<file path="config.mk">
export PLATFORM = sky130hd
export DESIGN_NAME = adsri_core
export DESIGN_NICKNAME = d
export VERILOG_FILES = /design/src/inc/adsri_pkg.sv /design/src/verilog/adsri_core.sv
export VERILOG_INCLUDE_DIRS = /design/src /design/src/inc
export SDC_FILE = /design/constraint.sdc
export NUM_CORES = 1
export LEC_CHECK = 0
export BUFFER_PORTS_ARGS = -buffer_cell sky130_fd_sc_hd__buf_2
export CORE_ASPECT_RATIO = 1.25
export CORE_MARGIN = 1.5
export CORE_UTILIZATION = 60
export CTS_BUF_LIST = sky130_fd_sc_hd__clkbuf_4 sky130_fd_sc_hd__clkbuf_8
export CTS_CLUSTER_SIZE = 28
export DETAILED_ROUTE_END_ITERATION = 8
export PLACE_DENSITY = 0.79
export SETUP_SLACK_MARGIN = 0.2
export SYNTH_ARGS = -nofsm -noshare
export SYNTH_HDL_FRONTEND = slang
export SYNTH_SLANG_ARGS = --single-unit
</file>
<file path="constraint.sdc">
create_clock -name clk_i -period 14.8 [get_ports clk_i]
set_clock_uncertainty 0.2 [all_clocks]
set_input_delay 0.74 -clock clk_i [delete_from_list [all_inputs] [get_ports clk_i]]
set_output_delay 0.74 -clock clk_i [all_outputs]
set_load 0.1 [all_outputs]
</file>
<file path="src/inc/adsri_consts.svh">
// constants of the serial register interface: addresses, fields, resets
// assumes inclusion by bare name from the design file
`ifndef ADSRI_CONSTS_SVH
`define ADSRI_CONSTS_SVH
// single addresses
`define ADSRI_A_CMD 6'h00
`define ADSRI_A_PORT 6'h01
`define ADSRI_A_REV 6'h02
`define ADSRI_A_TEST 6'h03
`define ADSRI_A_RDYF 6'h04
`define ADSRI_A_CSUM 6'h05
`define ADSRI_A_AZERO 6'h06
`define ADSRI_A_AGAIN 6'h07
`define ADSRI_A_MODE 6'h38
// per-channel groups, address bits 5..2
`define ADSRI_G_DATA 4'h2
`define ADSRI_G_CZERO 4'h4
`define ADSRI_G_CGAIN 4'h6
`define ADSRI_G_CFLAG 4'h8
`define ADSRI_G_CCFG 4'ha
`define ADSRI_G_CTIME 4'hc
`define ADSRI_G_MODE 4'he
// port register fields
`define ADSRI_P_A 7
`define ADSRI_P_B 6
`define ADSRI_P_DIR_A 5
`define ADSRI_P_DIR_B 4
`define ADSRI_P_PENDING_ALL_SELECT 3
`define ADSRI_P_SYNC 0
`define ADSRI_PORT_MASK 8'hf9
`define ADSRI_PORT_RST 8'h30
// channel setup fields
`define ADSRI_C_SOPT 4
`define ADSRI_C_EN 3
`define ADSRI_CCFG_MASK 8'h1b
// reset values
`define ADSRI_COEF_MID 24'h800000
`define ADSRI_CGAIN_RST 24'h200000
`define ADSRI_CTIME_RST 8'h91
`define ADSRI_SYNC_RST 6'h0a
// counts and widths
`define ADSRI_ONES 6'h20
`define ADSRI_W8 5'h08
`define ADSRI_W16 5'h10
`define ADSRI_W24 5'h18
`define ADSRI_LAST_CMD 5'h07
`define ADSRI_STRAP_WAIT 3'h4
`endif

</file>
<file path="src/inc/adsri_pkg.sv">
// types shared by the serial register interface
// assumes nothing beyond a SystemVerilog compiler
package adsri_pkg;
    typedef enum logic [2:0] {
        MD_IDLE, MD_CONT, MD_SINGLE, MD_STANDBY,
        MD_ADC_ZS_CAL, MD_SPARE, MD_CH_ZS_CAL, MD_CH_FS_CAL
    } adsri_mode_sel_t;
    typedef enum logic [1:0] {
        RNG_BI_10V, RNG_UNI_10V, RNG_BI_5V, RNG_UNI_5V
    } adsri_range_t;
    typedef enum logic [1:0] {ST_CMD, ST_WR, ST_RD} adsri_state_t;
    typedef struct packed {
        logic must_zero;
        logic rd;
        logic [5:0] addr;
    } adsri_cmd_t;
    typedef struct packed {
        adsri_mode_sel_t mode_sel;
        logic clock_out_off;
        logic dump;
        logic cont_rd;
        logic wide;
        logic clamp;
    } adsri_mode_t;
endpackage

</file>
<file path="src/verilog/adsri_core.sv">
// serial register front end and control register map of the converter
// assumes pins arrive asynchronous to clk_i; converter core outside
// Notes on behaviour
// - every access starts with a command byte
// - command bit 6 picks write or read
// - bits 5..0 address; two LSBs pick channel
// - after reset or transfer, expect command byte
// - 32 ones with select low reset everything
// - mode written at 38h-3Bh, read at 38h
// - mode field encodes eight operating modes
// - data transfer lasts the register width exactly
// - shifted data lands in, or comes from, target
// - port bits drive outputs, read input pins
// - direction bits: 1 input, 0 output, reset 1
// - ready pin: any pending, or all enabled
// - calibration end shown by ready falling edge
// - port bit 0 turns pin into sync input
// - port resets to 30h plus pin levels
// - revision reads revision and part code
// - range field encodes four input ranges
// - reset pin returns everything to power-on state
`timescale 1ns/1ps
`include "adsri_consts.svh"
module adsri_core import adsri_pkg::*; #(
    parameter logic [3:0] REV_CODE = 4'h1,  // arbitrary value
    parameter logic [3:0] PART_CODE = 4'h9  // arbitrary value
) (
    // system
    input wire logic clk_i,
    input wire logic rst_i,
    // serial pins
    input wire logic reset_n_i,
    input wire logic sclk_i,
    input wire logic cs_n_i,
    input wire logic din_i,
    output logic dout_o,
    output logic rdy_n_o,
    // general-purpose pins
    input wire logic gpio_a_i,
    output logic gpio_a_o,
    output logic gpio_a_oe_o,
    input wire logic gpio_b_i,
    output logic gpio_b_o,
    output logic gpio_b_oe_o,
    output logic sync_o,
    // converter core
    input wire logic [3:0] conv_done_i,
    input wire logic cal_done_i,
    input wire logic [3:0][23:0] result_i,
    input wire logic [3:0][2:0] chan_flags_i,
    output logic soft_reset_o,
    output adsri_mode_t mode_o,
    output logic [1:0] mode_chan_o,
    output logic mode_start_o,
    output logic [3:0] chan_enable_o,
    output adsri_range_t [3:0] chan_range_o
);

////////////////////////////////////////////////////////////////////////
// pin synchronisers: bit 0 sclk, 1 cs_n, 2 din, 3 reset_n, 4/5 gpio
logic [5:0] s1_reg, s2_reg, s3_reg, filt_reg;
logic sclk_q_reg;
logic [5:0] pins;
assign pins = {gpio_b_i, gpio_a_i, reset_n_i, din_i, cs_n_i, sclk_i};

always_ff @(posedge clk_i or posedge rst_i) begin
    if (rst_i) begin
        s1_reg <= `ADSRI_SYNC_RST;
        s2_reg <= `ADSRI_SYNC_RST;
        s3_reg <= `ADSRI_SYNC_RST;
        filt_reg <= `ADSRI_SYNC_RST;
        sclk_q_reg <= 1'b0;
    end else begin
        s1_reg <= pins;
        s2_reg <= s1_reg;
        s3_reg <= s2_reg;
        filt_reg <= (s3_reg & ~(s2_reg ^ s3_reg)) | (filt_reg & (s2_reg ^ s3_reg));
        sclk_q_reg <= filt_reg[0];
    end
end

logic rise, fall, din, clr;
logic [5:0] ones_reg;
// edges only count while selected
assign rise = ~filt_reg[1] & filt_reg[0] & ~sclk_q_reg;
assign fall = ~filt_reg[1] & ~filt_reg[0] & sclk_q_reg;
assign din = filt_reg[2];
assign clr = ~filt_reg[3] | (ones_reg == `ADSRI_ONES);
assign soft_reset_o = clr;

// consecutive ones counter
always_ff @(posedge clk_i or posedge rst_i) begin
    if (rst_i) begin
        ones_reg <= 6'h00;
    end else if (clr) begin
        ones_reg <= 6'h00;
    end else if (rise) begin
        ones_reg <= din ? 6'(ones_reg + 6'h01) : 6'h00;
    end
end

////////////////////////////////////////////////////////////////////////
// serial engine
adsri_state_t state_reg;
logic [4:0] bcnt_reg, width_reg, wid_now;
logic [23:0] in_sr_reg, out_sr_reg, rd_val, wr_data;
adsri_cmd_t cmd_reg, cn;
logic cmd_done, last, wr_stb, data_rd, dout_reg;
logic [3:0] grp;

assign cn = adsri_cmd_t'({in_sr_reg[6:0], din});
assign cmd_done = rise && state_reg == ST_CMD && bcnt_reg == `ADSRI_LAST_CMD;
assign last = bcnt_reg == 5'(width_reg - 5'h01);
assign wr_stb = rise && state_reg == ST_WR && last;
assign wr_data = {in_sr_reg[22:0], din};
assign grp = cmd_reg.addr[5:2];
assign data_rd = cmd_done && cn.rd && cn.addr[5:2] == `ADSRI_G_DATA;

always_ff @(posedge clk_i or posedge rst_i) begin
    if (rst_i) begin
        state_reg <= ST_CMD;
        bcnt_reg <= 5'h00;
        in_sr_reg <= 24'h000000;
        out_sr_reg <= 24'h000000;
        cmd_reg <= '0;
        width_reg <= `ADSRI_W8;
    end else if (clr) begin
        state_reg <= ST_CMD;
        bcnt_reg <= 5'h00;
        in_sr_reg <= 24'h000000;
        out_sr_reg <= 24'h000000;
        cmd_reg <= '0;
        width_reg <= `ADSRI_W8;
    end else if (rise) begin
        in_sr_reg <= {in_sr_reg[22:0], din};
        case (state_reg)
            ST_CMD: begin
                if (bcnt_reg == `ADSRI_LAST_CMD) begin
                    bcnt_reg <= 5'h00;
                    cmd_reg <= cn;
                    width_reg <= wid_now;
                    if (cn.rd) begin
                        state_reg <= ST_RD;
                        out_sr_reg <= rd_val << 5'(`ADSRI_W24 - wid_now);
                    end else if (cn.addr != `ADSRI_A_CMD) begin
                        state_reg <= ST_WR;
                    end
                end else begin
                    bcnt_reg <= 5'(bcnt_reg + 5'h01);
                end
            end
            ST_WR, ST_RD: begin
                if (state_reg == ST_RD) begin
                    out_sr_reg <= {out_sr_reg[22:0], 1'b0};
                end
                if (last) begin
                    bcnt_reg <= 5'h00;
                    state_reg <= ST_CMD;
                end else begin
                    bcnt_reg <= 5'(bcnt_reg + 5'h01);
                end
            end
            default: state_reg <= ST_CMD;
        endcase
    end
end

// output bit changes on the falling serial edge
always_ff @(posedge clk_i or posedge rst_i) begin
    if (rst_i) begin
        dout_reg <= 1'b0;
    end else if (clr) begin
        dout_reg <= 1'b0;
    end else if (fall) begin
        dout_reg <= (state_reg == ST_RD) ? out_sr_reg[23] : 1'b0;
    end
end
assign dout_o = dout_reg;

////////////////////////////////////////////////////////////////////////
// port register with strap capture after reset
logic [7:0] port_reg;
logic [2:0] strap_cnt_reg;
logic strap_done_reg, a_lvl, b_lvl;

// capture waits until the pin filter has settled after reset
always_ff @(posedge clk_i or posedge rst_i) begin
    if (rst_i) begin
        port_reg <= `ADSRI_PORT_RST;
        strap_cnt_reg <= 3'h0;
        strap_done_reg <= 1'b0;
    end else if (clr) begin
        port_reg <= `ADSRI_PORT_RST;
        strap_cnt_reg <= 3'h0;
        strap_done_reg <= 1'b0;
    end else begin
        if (!strap_done_reg) begin
            if (strap_cnt_reg == `ADSRI_STRAP_WAIT) begin
                port_reg[`ADSRI_P_A] <= filt_reg[4];
                port_reg[`ADSRI_P_B] <= filt_reg[5];
                strap_done_reg <= 1'b1;
            end else begin
                strap_cnt_reg <= 3'(strap_cnt_reg + 3'h1);
            end
        end
        if (wr_stb && cmd_reg.addr == `ADSRI_A_PORT) begin
            port_reg <= wr_data[7:0] & `ADSRI_PORT_MASK;
        end
    end
end

// pin level reads back as input when direction is input
assign a_lvl = port_reg[`ADSRI_P_DIR_A] ? filt_reg[4] : port_reg[`ADSRI_P_A];
assign b_lvl = port_reg[`ADSRI_P_DIR_B] ? filt_reg[5] : port_reg[`ADSRI_P_B];
assign gpio_a_o = port_reg[`ADSRI_P_A];
assign gpio_b_o = port_reg[`ADSRI_P_B];
assign gpio_a_oe_o = ~port_reg[`ADSRI_P_DIR_A];
assign gpio_b_oe_o = ~port_reg[`ADSRI_P_DIR_B] & ~port_reg[`ADSRI_P_SYNC];
assign sync_o = port_reg[`ADSRI_P_SYNC] & filt_reg[5];

////////////////////////////////////////////////////////////////////////
// plain storage registers
logic [23:0] test_reg, azero_reg, again_reg;
logic [15:0] csum_reg;
logic [23:0] czero_reg [4];
logic [23:0] cgain_reg [4];
logic [7:0] ccfg_reg [4];
logic [7:0] ctime_reg [4];

always_ff @(posedge clk_i or posedge rst_i) begin
    if (rst_i) begin
        test_reg <= 24'h000000;
        csum_reg <= 16'h0000;
        azero_reg <= `ADSRI_COEF_MID;
        again_reg <= `ADSRI_COEF_MID;
    end else if (clr) begin
        test_reg <= 24'h000000;
        csum_reg <= 16'h0000;
        azero_reg <= `ADSRI_COEF_MID;
        again_reg <= `ADSRI_COEF_MID;
    end else if (wr_stb) begin
        if (cmd_reg.addr == `ADSRI_A_TEST) begin
            test_reg <= wr_data;
        end else if (cmd_reg.addr == `ADSRI_A_CSUM) begin
            csum_reg <= wr_data[15:0];
        end else if (cmd_reg.addr == `ADSRI_A_AZERO) begin
            azero_reg <= wr_data;
        end else if (cmd_reg.addr == `ADSRI_A_AGAIN) begin
            again_reg <= wr_data;
        end
    end
end

always_ff @(posedge clk_i or posedge rst_i) begin
    if (rst_i) begin
        for (int i = 0; i < 4; i++) begin
            czero_reg[i] <= `ADSRI_COEF_MID;
            cgain_reg[i] <= `ADSRI_CGAIN_RST;
            ccfg_reg[i] <= 8'h00;
            ctime_reg[i] <= `ADSRI_CTIME_RST;
        end
    end else if (clr) begin
        for (int i = 0; i < 4; i++) begin
            czero_reg[i] <= `ADSRI_COEF_MID;
            cgain_reg[i] <= `ADSRI_CGAIN_RST;
            ccfg_reg[i] <= 8'h00;
            ctime_reg[i] <= `ADSRI_CTIME_RST;
        end
    end else if (wr_stb) begin
        if (grp == `ADSRI_G_CZERO) begin
            czero_reg[cmd_reg.addr[1:0]] <= wr_data;
        end else if (grp == `ADSRI_G_CGAIN) begin
            cgain_reg[cmd_reg.addr[1:0]] <= wr_data;
        end else if (grp == `ADSRI_G_CCFG) begin
            ccfg_reg[cmd_reg.addr[1:0]] <= wr_data[7:0] & `ADSRI_CCFG_MASK;
        end else if (grp == `ADSRI_G_CTIME) begin
            ctime_reg[cmd_reg.addr[1:0]] <= wr_data[7:0];
        end
    end
end

always_comb begin
    for (int i = 0; i < 4; i++) begin
        chan_enable_o[i] = ccfg_reg[i][`ADSRI_C_EN];
        chan_range_o[i] = adsri_range_t'(ccfg_reg[i][1:0]);
    end
end

////////////////////////////////////////////////////////////////////////
// mode register, one copy behind four addresses
adsri_mode_t mode_reg;
logic [1:0] mode_chan_reg;
logic mode_start_reg, mode_wr, cal_mode;
assign mode_wr = wr_stb && grp == `ADSRI_G_MODE;

always_ff @(posedge clk_i or posedge rst_i) begin
    if (rst_i) begin
        mode_reg <= '0;
        mode_chan_reg <= 2'h0;
        mode_start_reg <= 1'b0;
    end else if (clr) begin
        mode_reg <= '0;
        mode_chan_reg <= 2'h0;
        mode_start_reg <= 1'b0;
    end else begin
        mode_start_reg <= mode_wr;
        if (mode_wr) begin
            mode_reg <= adsri_mode_t'(wr_data[7:0]);
            mode_chan_reg <= cmd_reg.addr[1:0];
        end
    end
end
assign mode_o = mode_reg;
assign mode_chan_o = mode_chan_reg;
assign mode_start_o = mode_start_reg;
assign cal_mode = mode_reg.mode_sel inside {MD_ADC_ZS_CAL, MD_CH_ZS_CAL, MD_CH_FS_CAL};

////////////////////////////////////////////////////////////////////////
// pending-data flags and ready pin
logic [3:0] flags_reg, clr_mask, en;
logic rdy_reg, all_ok, rdy_low;
assign clr_mask = mode_wr ? 4'hf : (data_rd ? 4'(4'h1 << cn.addr[1:0]) : 4'h0);

// a setting event wins over a clear in the same cycle
always_ff @(posedge clk_i or posedge rst_i) begin
    if (rst_i) begin
        flags_reg <= 4'h0;
    end else if (clr) begin
        flags_reg <= 4'h0;
    end else begin
        flags_reg <= (flags_reg & ~clr_mask) | conv_done_i | {4{cal_done_i}};
    end
end

assign en = chan_enable_o;
assign all_ok = (en != 4'h0) && ((en & ~flags_reg) == 4'h0);
// calibration end: all flags set, pin falls
assign rdy_low = cal_mode ? (&flags_reg) :
    (port_reg[`ADSRI_P_PENDING_ALL_SELECT] ? all_ok : (|flags_reg));

always_ff @(posedge clk_i or posedge rst_i) begin
    if (rst_i) begin
        rdy_reg <= 1'b1;
    end else if (clr) begin
        rdy_reg <= 1'b1;
    end else begin
        rdy_reg <= ~rdy_low;
    end
end
assign rdy_n_o = rdy_reg;

////////////////////////////////////////////////////////////////////////
// read mux and width of the addressed register
logic [1:0] c;
always_comb begin
    rd_val = 24'h000000;
    wid_now = `ADSRI_W8;
    c = cn.addr[1:0];
    if (cn.addr == `ADSRI_A_PORT) begin
        rd_val[7:0] = {a_lvl, b_lvl, port_reg[5:0]};
    end else if (cn.addr == `ADSRI_A_REV) begin
        rd_val[7:0] = {REV_CODE, PART_CODE};
    end else if (cn.addr == `ADSRI_A_TEST) begin
        rd_val = test_reg;
        wid_now = `ADSRI_W24;
    end else if (cn.addr == `ADSRI_A_RDYF) begin
        rd_val[3:0] = flags_reg;
    end else if (cn.addr == `ADSRI_A_CSUM) begin
        rd_val[15:0] = csum_reg;
        wid_now = `ADSRI_W16;
    end else if (cn.addr == `ADSRI_A_AZERO) begin
        rd_val = azero_reg;
        wid_now = `ADSRI_W24;
    end else if (cn.addr == `ADSRI_A_AGAIN) begin
        rd_val = again_reg;
        wid_now = `ADSRI_W24;
    end else if (cn.addr[5:2] == `ADSRI_G_DATA) begin
        rd_val = mode_reg.wide ? result_i[c] : {8'h00, result_i[c][23:8]};
        wid_now = mode_reg.wide ? `ADSRI_W24 : `ADSRI_W16;
    end else if (cn.addr[5:2] == `ADSRI_G_CZERO) begin
        rd_val = czero_reg[c];
        wid_now = `ADSRI_W24;
    end else if (cn.addr[5:2] == `ADSRI_G_CGAIN) begin
        rd_val = cgain_reg[c];
        wid_now = `ADSRI_W24;
    end else if (cn.addr[5:2] == `ADSRI_G_CFLAG) begin
        rd_val[7:0] = {1'b0, c,
            ccfg_reg[c][`ADSRI_C_SOPT] & a_lvl,
            ccfg_reg[c][`ADSRI_C_SOPT] ? b_lvl : flags_reg[c],
            chan_flags_i[c]};
    end else if (cn.addr[5:2] == `ADSRI_G_CCFG) begin
        rd_val[7:0] = ccfg_reg[c];
    end else if (cn.addr[5:2] == `ADSRI_G_CTIME) begin
        rd_val[7:0] = ctime_reg[c];
    end else if (cn.addr == `ADSRI_A_MODE) begin
        rd_val[7:0] = mode_reg;
    end
end

// serial rises since the command byte, kept apart from bcnt_reg
logic [4:0] seen_reg;
always_ff @(posedge clk_i or posedge rst_i) begin
    if (rst_i) begin
        seen_reg <= 5'h00;
    end else if (clr || cmd_done) begin
        seen_reg <= 5'h00;
    end else if (rise) begin
        seen_reg <= 5'(seen_reg + 5'h01);
    end
end
endmodule
</file>
Yosys cells after proc, flatten, opt, wreduce, memory -nomap -nowiden --
Index checks and enable logic that the tools add are counted.
Word-level totals: register bits after elaboration 469, word-level logic and storage cells 334, output and inout port bits 31
Cells by class: reduce and logical (&&, ||, !) cells 49, equal/unequal tests 47, $add $sub $neg 5, shift-type cells 2, $lt $le $gt $ge 4, bitwise logic cells 29, mux-type cells 151
Operators by type and width (count):
- 2-to-1 mux 24 bit | 31
- 2-to-1 mux 96 bit | 7
- 2-to-1 mux 32 bit | 11
- bitwise mux 96 bit | 2
- binary-select mux 24 bit (select 2 bit) | 3
- 2-to-1 mux 8 bit | 17
- 2-to-1 mux 16 bit | 8
- 2-to-1 mux 5 bit | 18
- bitwise mux 32 bit | 2
- demux 24 bit (select 2 bit) | 1
- case mux 24 bit (2 select lines) | 1
- 2-to-1 mux 23 bit | 2
- == test 6 x 3 -> 1 bit, second input constant | 7
- 2-to-1 mux 6 bit | 7
- binary-select mux 8 bit (select 2 bit) | 2
- nonzero test 2 bit | 15
- == test 4 bit, second input constant | 6
- << shifter 24 x 5 -> 24 bit | 1
- 2-to-1 mux 2 bit | 10
- 2-to-1 mux 20 bit | 1
- 2-to-1 mux 4 bit | 5
- == test 6 x 2 -> 1 bit, second input constant | 3
- demux 8 bit (select 2 bit) | 1
- == test 4 x 3 -> 1 bit, second input constant | 4
- other kinds (50) | 122

Longest topological paths before layout --
depth after elaboration 23, depth in mapped cells 11

Worst setup path before layout --
Ideal clock, no wire load.
kind flip-flop to output port, start point reg ones_reg[0], end point out soft_reset_o, arrival 2.741 ns, cell stages (with the launch flop) 9, data required time 13.860 ns, slack 11.119 ns, path through dfrtp_1 -> inv_1 -> ha_1 -> nand2_1 -> o41a_1 -> inv_1 -> clkbuf_1 -> clkbuf_1 -> clkbuf_1
Between the ends: word-level cells in the longest chain between the ends 2
RTL lines:
- from (decl) | line adsri_core.sv:83 | logic [5:0] ones_reg;
- from (signal assigned) | line adsri_core.sv:98 | ones_reg <= din ? 6'(ones_reg + 6'h01) : 6'h00;
- == test 6 bit (no source line)
- OR 1 bit | line adsri_core.sv:88 | assign clr = ~filt_reg[3] | (ones_reg == `ADSRI_ONES);
- to (decl) | line adsri_core.sv:51 | output logic soft_reset_o,
No other way between the ends.

Worst setup path in the final report --
start point reg in_sr_reg[0], end point reg out_sr_reg[16]
Between the ends: word-level cells in the longest chain between the ends 23, elaborated cells on any way between the ends 63, those cells by class add/sub: 1; eq/ne: 8; shift: 1; mux: 51; bitwise: 2
RTL lines:
- from (decl) | line adsri_core.sv:106 | logic [23:0] in_sr_reg, out_sr_reg, rd_val, wr_data;
- from (signal assigned) | line adsri_core.sv:135 | in_sr_reg <= {in_sr_reg[22:0], din};
- inverter 2 -> 3 bit (not written as such)
- binary-select mux 8 bit (select 2 bit) | line adsri_core.sv:394 | rd_val[7:0] = ctime_reg[c];
- 2-to-1 mux 8 bit (not written as such) (2 in a row) | line adsri_core.sv:394
- 2-to-1 mux 8 bit | line adsri_core.sv:393 | end else if (cn.addr[5:2] == `ADSRI_G_CTIME) begin
- 2-to-1 mux 8 bit | line adsri_core.sv:391 | end else if (cn.addr[5:2] == `ADSRI_G_CCFG) begin
- 2-to-1 mux 8 bit | line adsri_core.sv:386 | end else if (cn.addr[5:2] == `ADSRI_G_CFLAG) begin
- 2-to-1 mux 8 bit | line adsri_core.sv:383 | end else if (cn.addr[5:2] == `ADSRI_G_CGAIN) begin
- 2-to-1 mux 24 bit | line adsri_core.sv:380 | end else if (cn.addr[5:2] == `ADSRI_G_CZERO) begin
- [... 6 more ...]
- 2-to-1 mux 8 bit | line adsri_core.sv:361 | end else if (cn.addr == `ADSRI_A_REV) begin
- 2-to-1 mux 8 bit | line adsri_core.sv:359 | if (cn.addr == `ADSRI_A_PORT) begin
- << shifter 24 x 5 -> 24 bit (*) | line adsri_core.sv:144 | out_sr_reg <= rd_val << 5'(`ADSRI_W24 - wid_now);
- 2-to-1 mux 24 bit (*) | line adsri_core.sv:142 | if (cn.rd) begin
- 2-to-1 mux 24 bit (*) | line adsri_core.sv:138 | if (bcnt_reg == `ADSRI_LAST_CMD) begin
- case mux 24 bit (2 select lines) (*) | line adsri_core.sv:136 | case (state_reg)
- 2-to-1 mux 24 bit (*) | line adsri_core.sv:134 | end else if (rise) begin
- 2-to-1 mux 24 bit (*) | line adsri_core.sv:127 | end else if (clr) begin
- to (signal assigned) | line adsri_core.sv:144
- to (signal assigned) | line adsri_core.sv:154 | out_sr_reg <= {out_sr_reg[22:0], 1'b0};
- to (decl) | line adsri_core.sv:106
Every way passes the cells marked *; elsewhere a longest branch is shown, timed or not. The select of a mux whose other input is x is not followed. A chain may end at the register's enable or synchronous reset.

==> out/results.tsv <==
stage	metric	value	unit
detailed_routing	num_vias	18620	
setup_path	cp-end-kind	flip-flop	
die	dieHeight	222.8	um
synth	async_flop_share	100.0	%
synth	synth_edf_count	0	
finish	fillerInstances	2899	
detailed_routing	postRouteAntennaNets	0	
detailed_routing	drt_iter0_markers	2303	
global_route	grt_max_degree	240	
global_route	grt_pass1_wl	106.0	mm
global_route	grt_pass1_vias	18490	
finish	layout.nets	2421	
pwr	leakagePower	10.46	nW
clock_tree	cts-root-buf	clkbuf_8	
die	initial_core_util	60.79	%
hold_path	holdPathStages	1	
timing	clock.fmax	0.2187	GHz
timing	finalCritPeriodShare	30.90	%
placed_design	place_congestion	1.021	
finish	drive_gt1_share	21.04	%
die	die_area	39830	um^2
setup_path	r2r-end	out_sr_reg[16]	
global_route	track_usage	35.14	%
synth	yosys_most_used_dff	dfrtp_1	
setup_path	ff2ff_path_depth	8	
synth	ys_ff_latch	448	
timing	setup_viol_count_final	0	
synth	ys_types	81	
synth	synth_nets	2369	
timing	worst_pin_slew	1465	ps
die	core	38140	um^2
timing	maxSlewViolCount	0	
global_route	grt_overflow	0	
synth	syn_area	23180	um^2
pwr	p_per_area	104.4	nW/um^2
detailed_routing	detail_route.wirelength	69.14	mm
synth	yosysSeqAreaShare	48.54	%
clock_tree	cts_buffer_depth	3	
detailed_routing	vias_per_cell	6.554	
setup_path	critPathKind	reg -> reg	
hold_path	hp-start	sclk_i	
timing	fin_crit	4573	ps
die	row_count	80	
die	ios	152	
synth	synth-warning-count	0	
setup_path	cp_data_arrival_time	4860	ps
setup_path	critPathLaunchType	flip-flop	
synth	yosysTopAreaCellShare	44.69	%
clock_tree	cts_tree	yes	
synth	synth.area.top_cells	dfrtp_1, mux2i_1, mux4_2, nand2_1, nor2_1	
run_status	outcome	finished, final reports clean	
clock_tree	worstSkewPairLatency	640	ps
setup_path	reg2reg_slack	10230	ps
clock_tree	cts_max_level	3	
placed_design	port_buffers	151	
synth	yosysMostFrequentCell	dfrtp_1	
clock_tree	clock-sinks	448	
die	die_x	178.8	um
timing	relSlewSlack	1.943	%
clock_tree	clk_pin_slew_worst_paths	70	ps
detailed_routing	drc_errors	0	
timing	final-hold-violation-count	0	
finish	stdcell_count	2841	
synth	syn_avg_cell_area	10.35	um^2
timing	whs	9.496	ps
hold_path	hp-class	in -> reg	
hold_path	min_to	s1_reg[0]	
placed_design	hpwl	43.85	mm
global_route	antenna_found_initial	2	
setup_path	critical_path_required	15080	ps
placed_design	dp.cells	2709	
finish	area_growth	9.930	%
setup_path	cp_max_fo	49	
synth	synth_common_cells	dfrtp_1, nand2_1, nor2_1, mux2i_1, a21oi_1	
clock_tree	numCtsBuffers	72	
setup_path	r2r-start	in_sr_reg[0]	
job	cap_viol_max_count	0	
synth	netlist_instances	2240	
detailed_routing	wl_per_cell	24.34	um
timing	rsz0062_at_grt	false	
detailed_routing	first_pass_iters	8	
synth	yosys.area.top_type	dfrtp_1	
pwr	ir_drop	53.46	uV
timing	fin_setup_tns	0	ps
## power by group
group	switching [mW]	total, mW	internal, mW
logic	0.178	0.256	0.0781
clock network	0.502	1.15	0.646
registers	0.0167	1.26	1.24
## per-stage QoR
stage               cell area (um^2)  util, %  worst slack, ps  total power [mW]
global route                   25490    66.83            10150             2.748
finish                         25490    66.83            10230             2.660
floorplan                      23180        -             1431             1.451
CTS                            25480    66.82            10390             2.666
detailed placement             23900    62.68            10390             1.530
global placement               23900    62.68            10420             1.525
## cells by family (layout without fill, tap and decap cells)
group	count (synthesis)	in the layout	synth area share (%)
simple gates	785	785	15.28
xor+xnor	3	3	0.1134
mux	360	360	19.91
fa+ha+maj	14	14	0.6908
other cells	0	1	0
compound gates	393	393	10.72
buf+inv	237	345	4.744
flops	448	448	48.54
## area by class of cell
| cell class | instances | area [um^2] | share of cell area [%] |
|---|---|---|---|
| Tap cell | 492 | 615.6 | 2.415 |
| Inverter | 27 | 116.4 | 0.4566 |
| Multi-Input combinational cell | 1555 | 10860 | 42.61 |
| Clock inverter | 10 | 98.84 | 0.3878 |
| Timing Repair Buffer | 188 | 1061 | 4.163 |
| Antenna cell | 1 | 2.502 | 0.009819 |
| Sequential cell | 448 | 11260 | 44.19 |
| Clock buffer | 120 | 1470 | 5.769 |
## cells in the final DEF (no fill, tap or decap), types with 24 or more instances in the layout
cell type,instances
buf_2,151
buf_4,34
inv_1,24
mux2i_1,262
a21oi_1,175
clkbuf_8,91
o21ai_0,46
nor2_1,300
clkbuf_4,29
nand3_1,26
dfstp_2,34
dfrtp_1,411
nand2_1,338
mux4_2,79
## how the worst max path moves through the flow
stage	startpoint	end
6_report	in_sr_reg[0]	out_sr_reg[16]
5_1_grt	in_sr_reg[0]	out_sr_reg[3]
4_1_cts	in_sr_reg[0]	out_sr_reg[16]
3_5_place_dp	in_sr_reg[0]	out_sr_reg[16]
3_3_place_gp	in_sr_reg[0]	out_sr_reg[16]
2_1_floorplan	rst_i	again_reg[0]
## routing by layer
metal  track usage (%)  routed length [um]  vias to the layer above
li1                  -                   -                     8004
met1             46.34               26250                     9289
met2             54.12               32410                     1062
met3             6.537                6187                      263
met4             20.75                4279                        2
met5                 0                  13                        -
## worst max-delay path, stage by stage (launching register included)
cell and delay [ps]:
dfrtp_4 850, buf_4 700, buf_4 590, nor2_1 440, and3_1 330, a21oi_1 120, a31oi_1 160, a221oi_1 700
o311ai_0 240
## repair_timing
item | CTS | global route
endpoints found under the hold margin | 1 | 0
resized for setup | 0 | 0
setup buffers | 0 | 0
hold buffers | 1 | 0
Note: power is estimated with default switching activity, not from simulation.
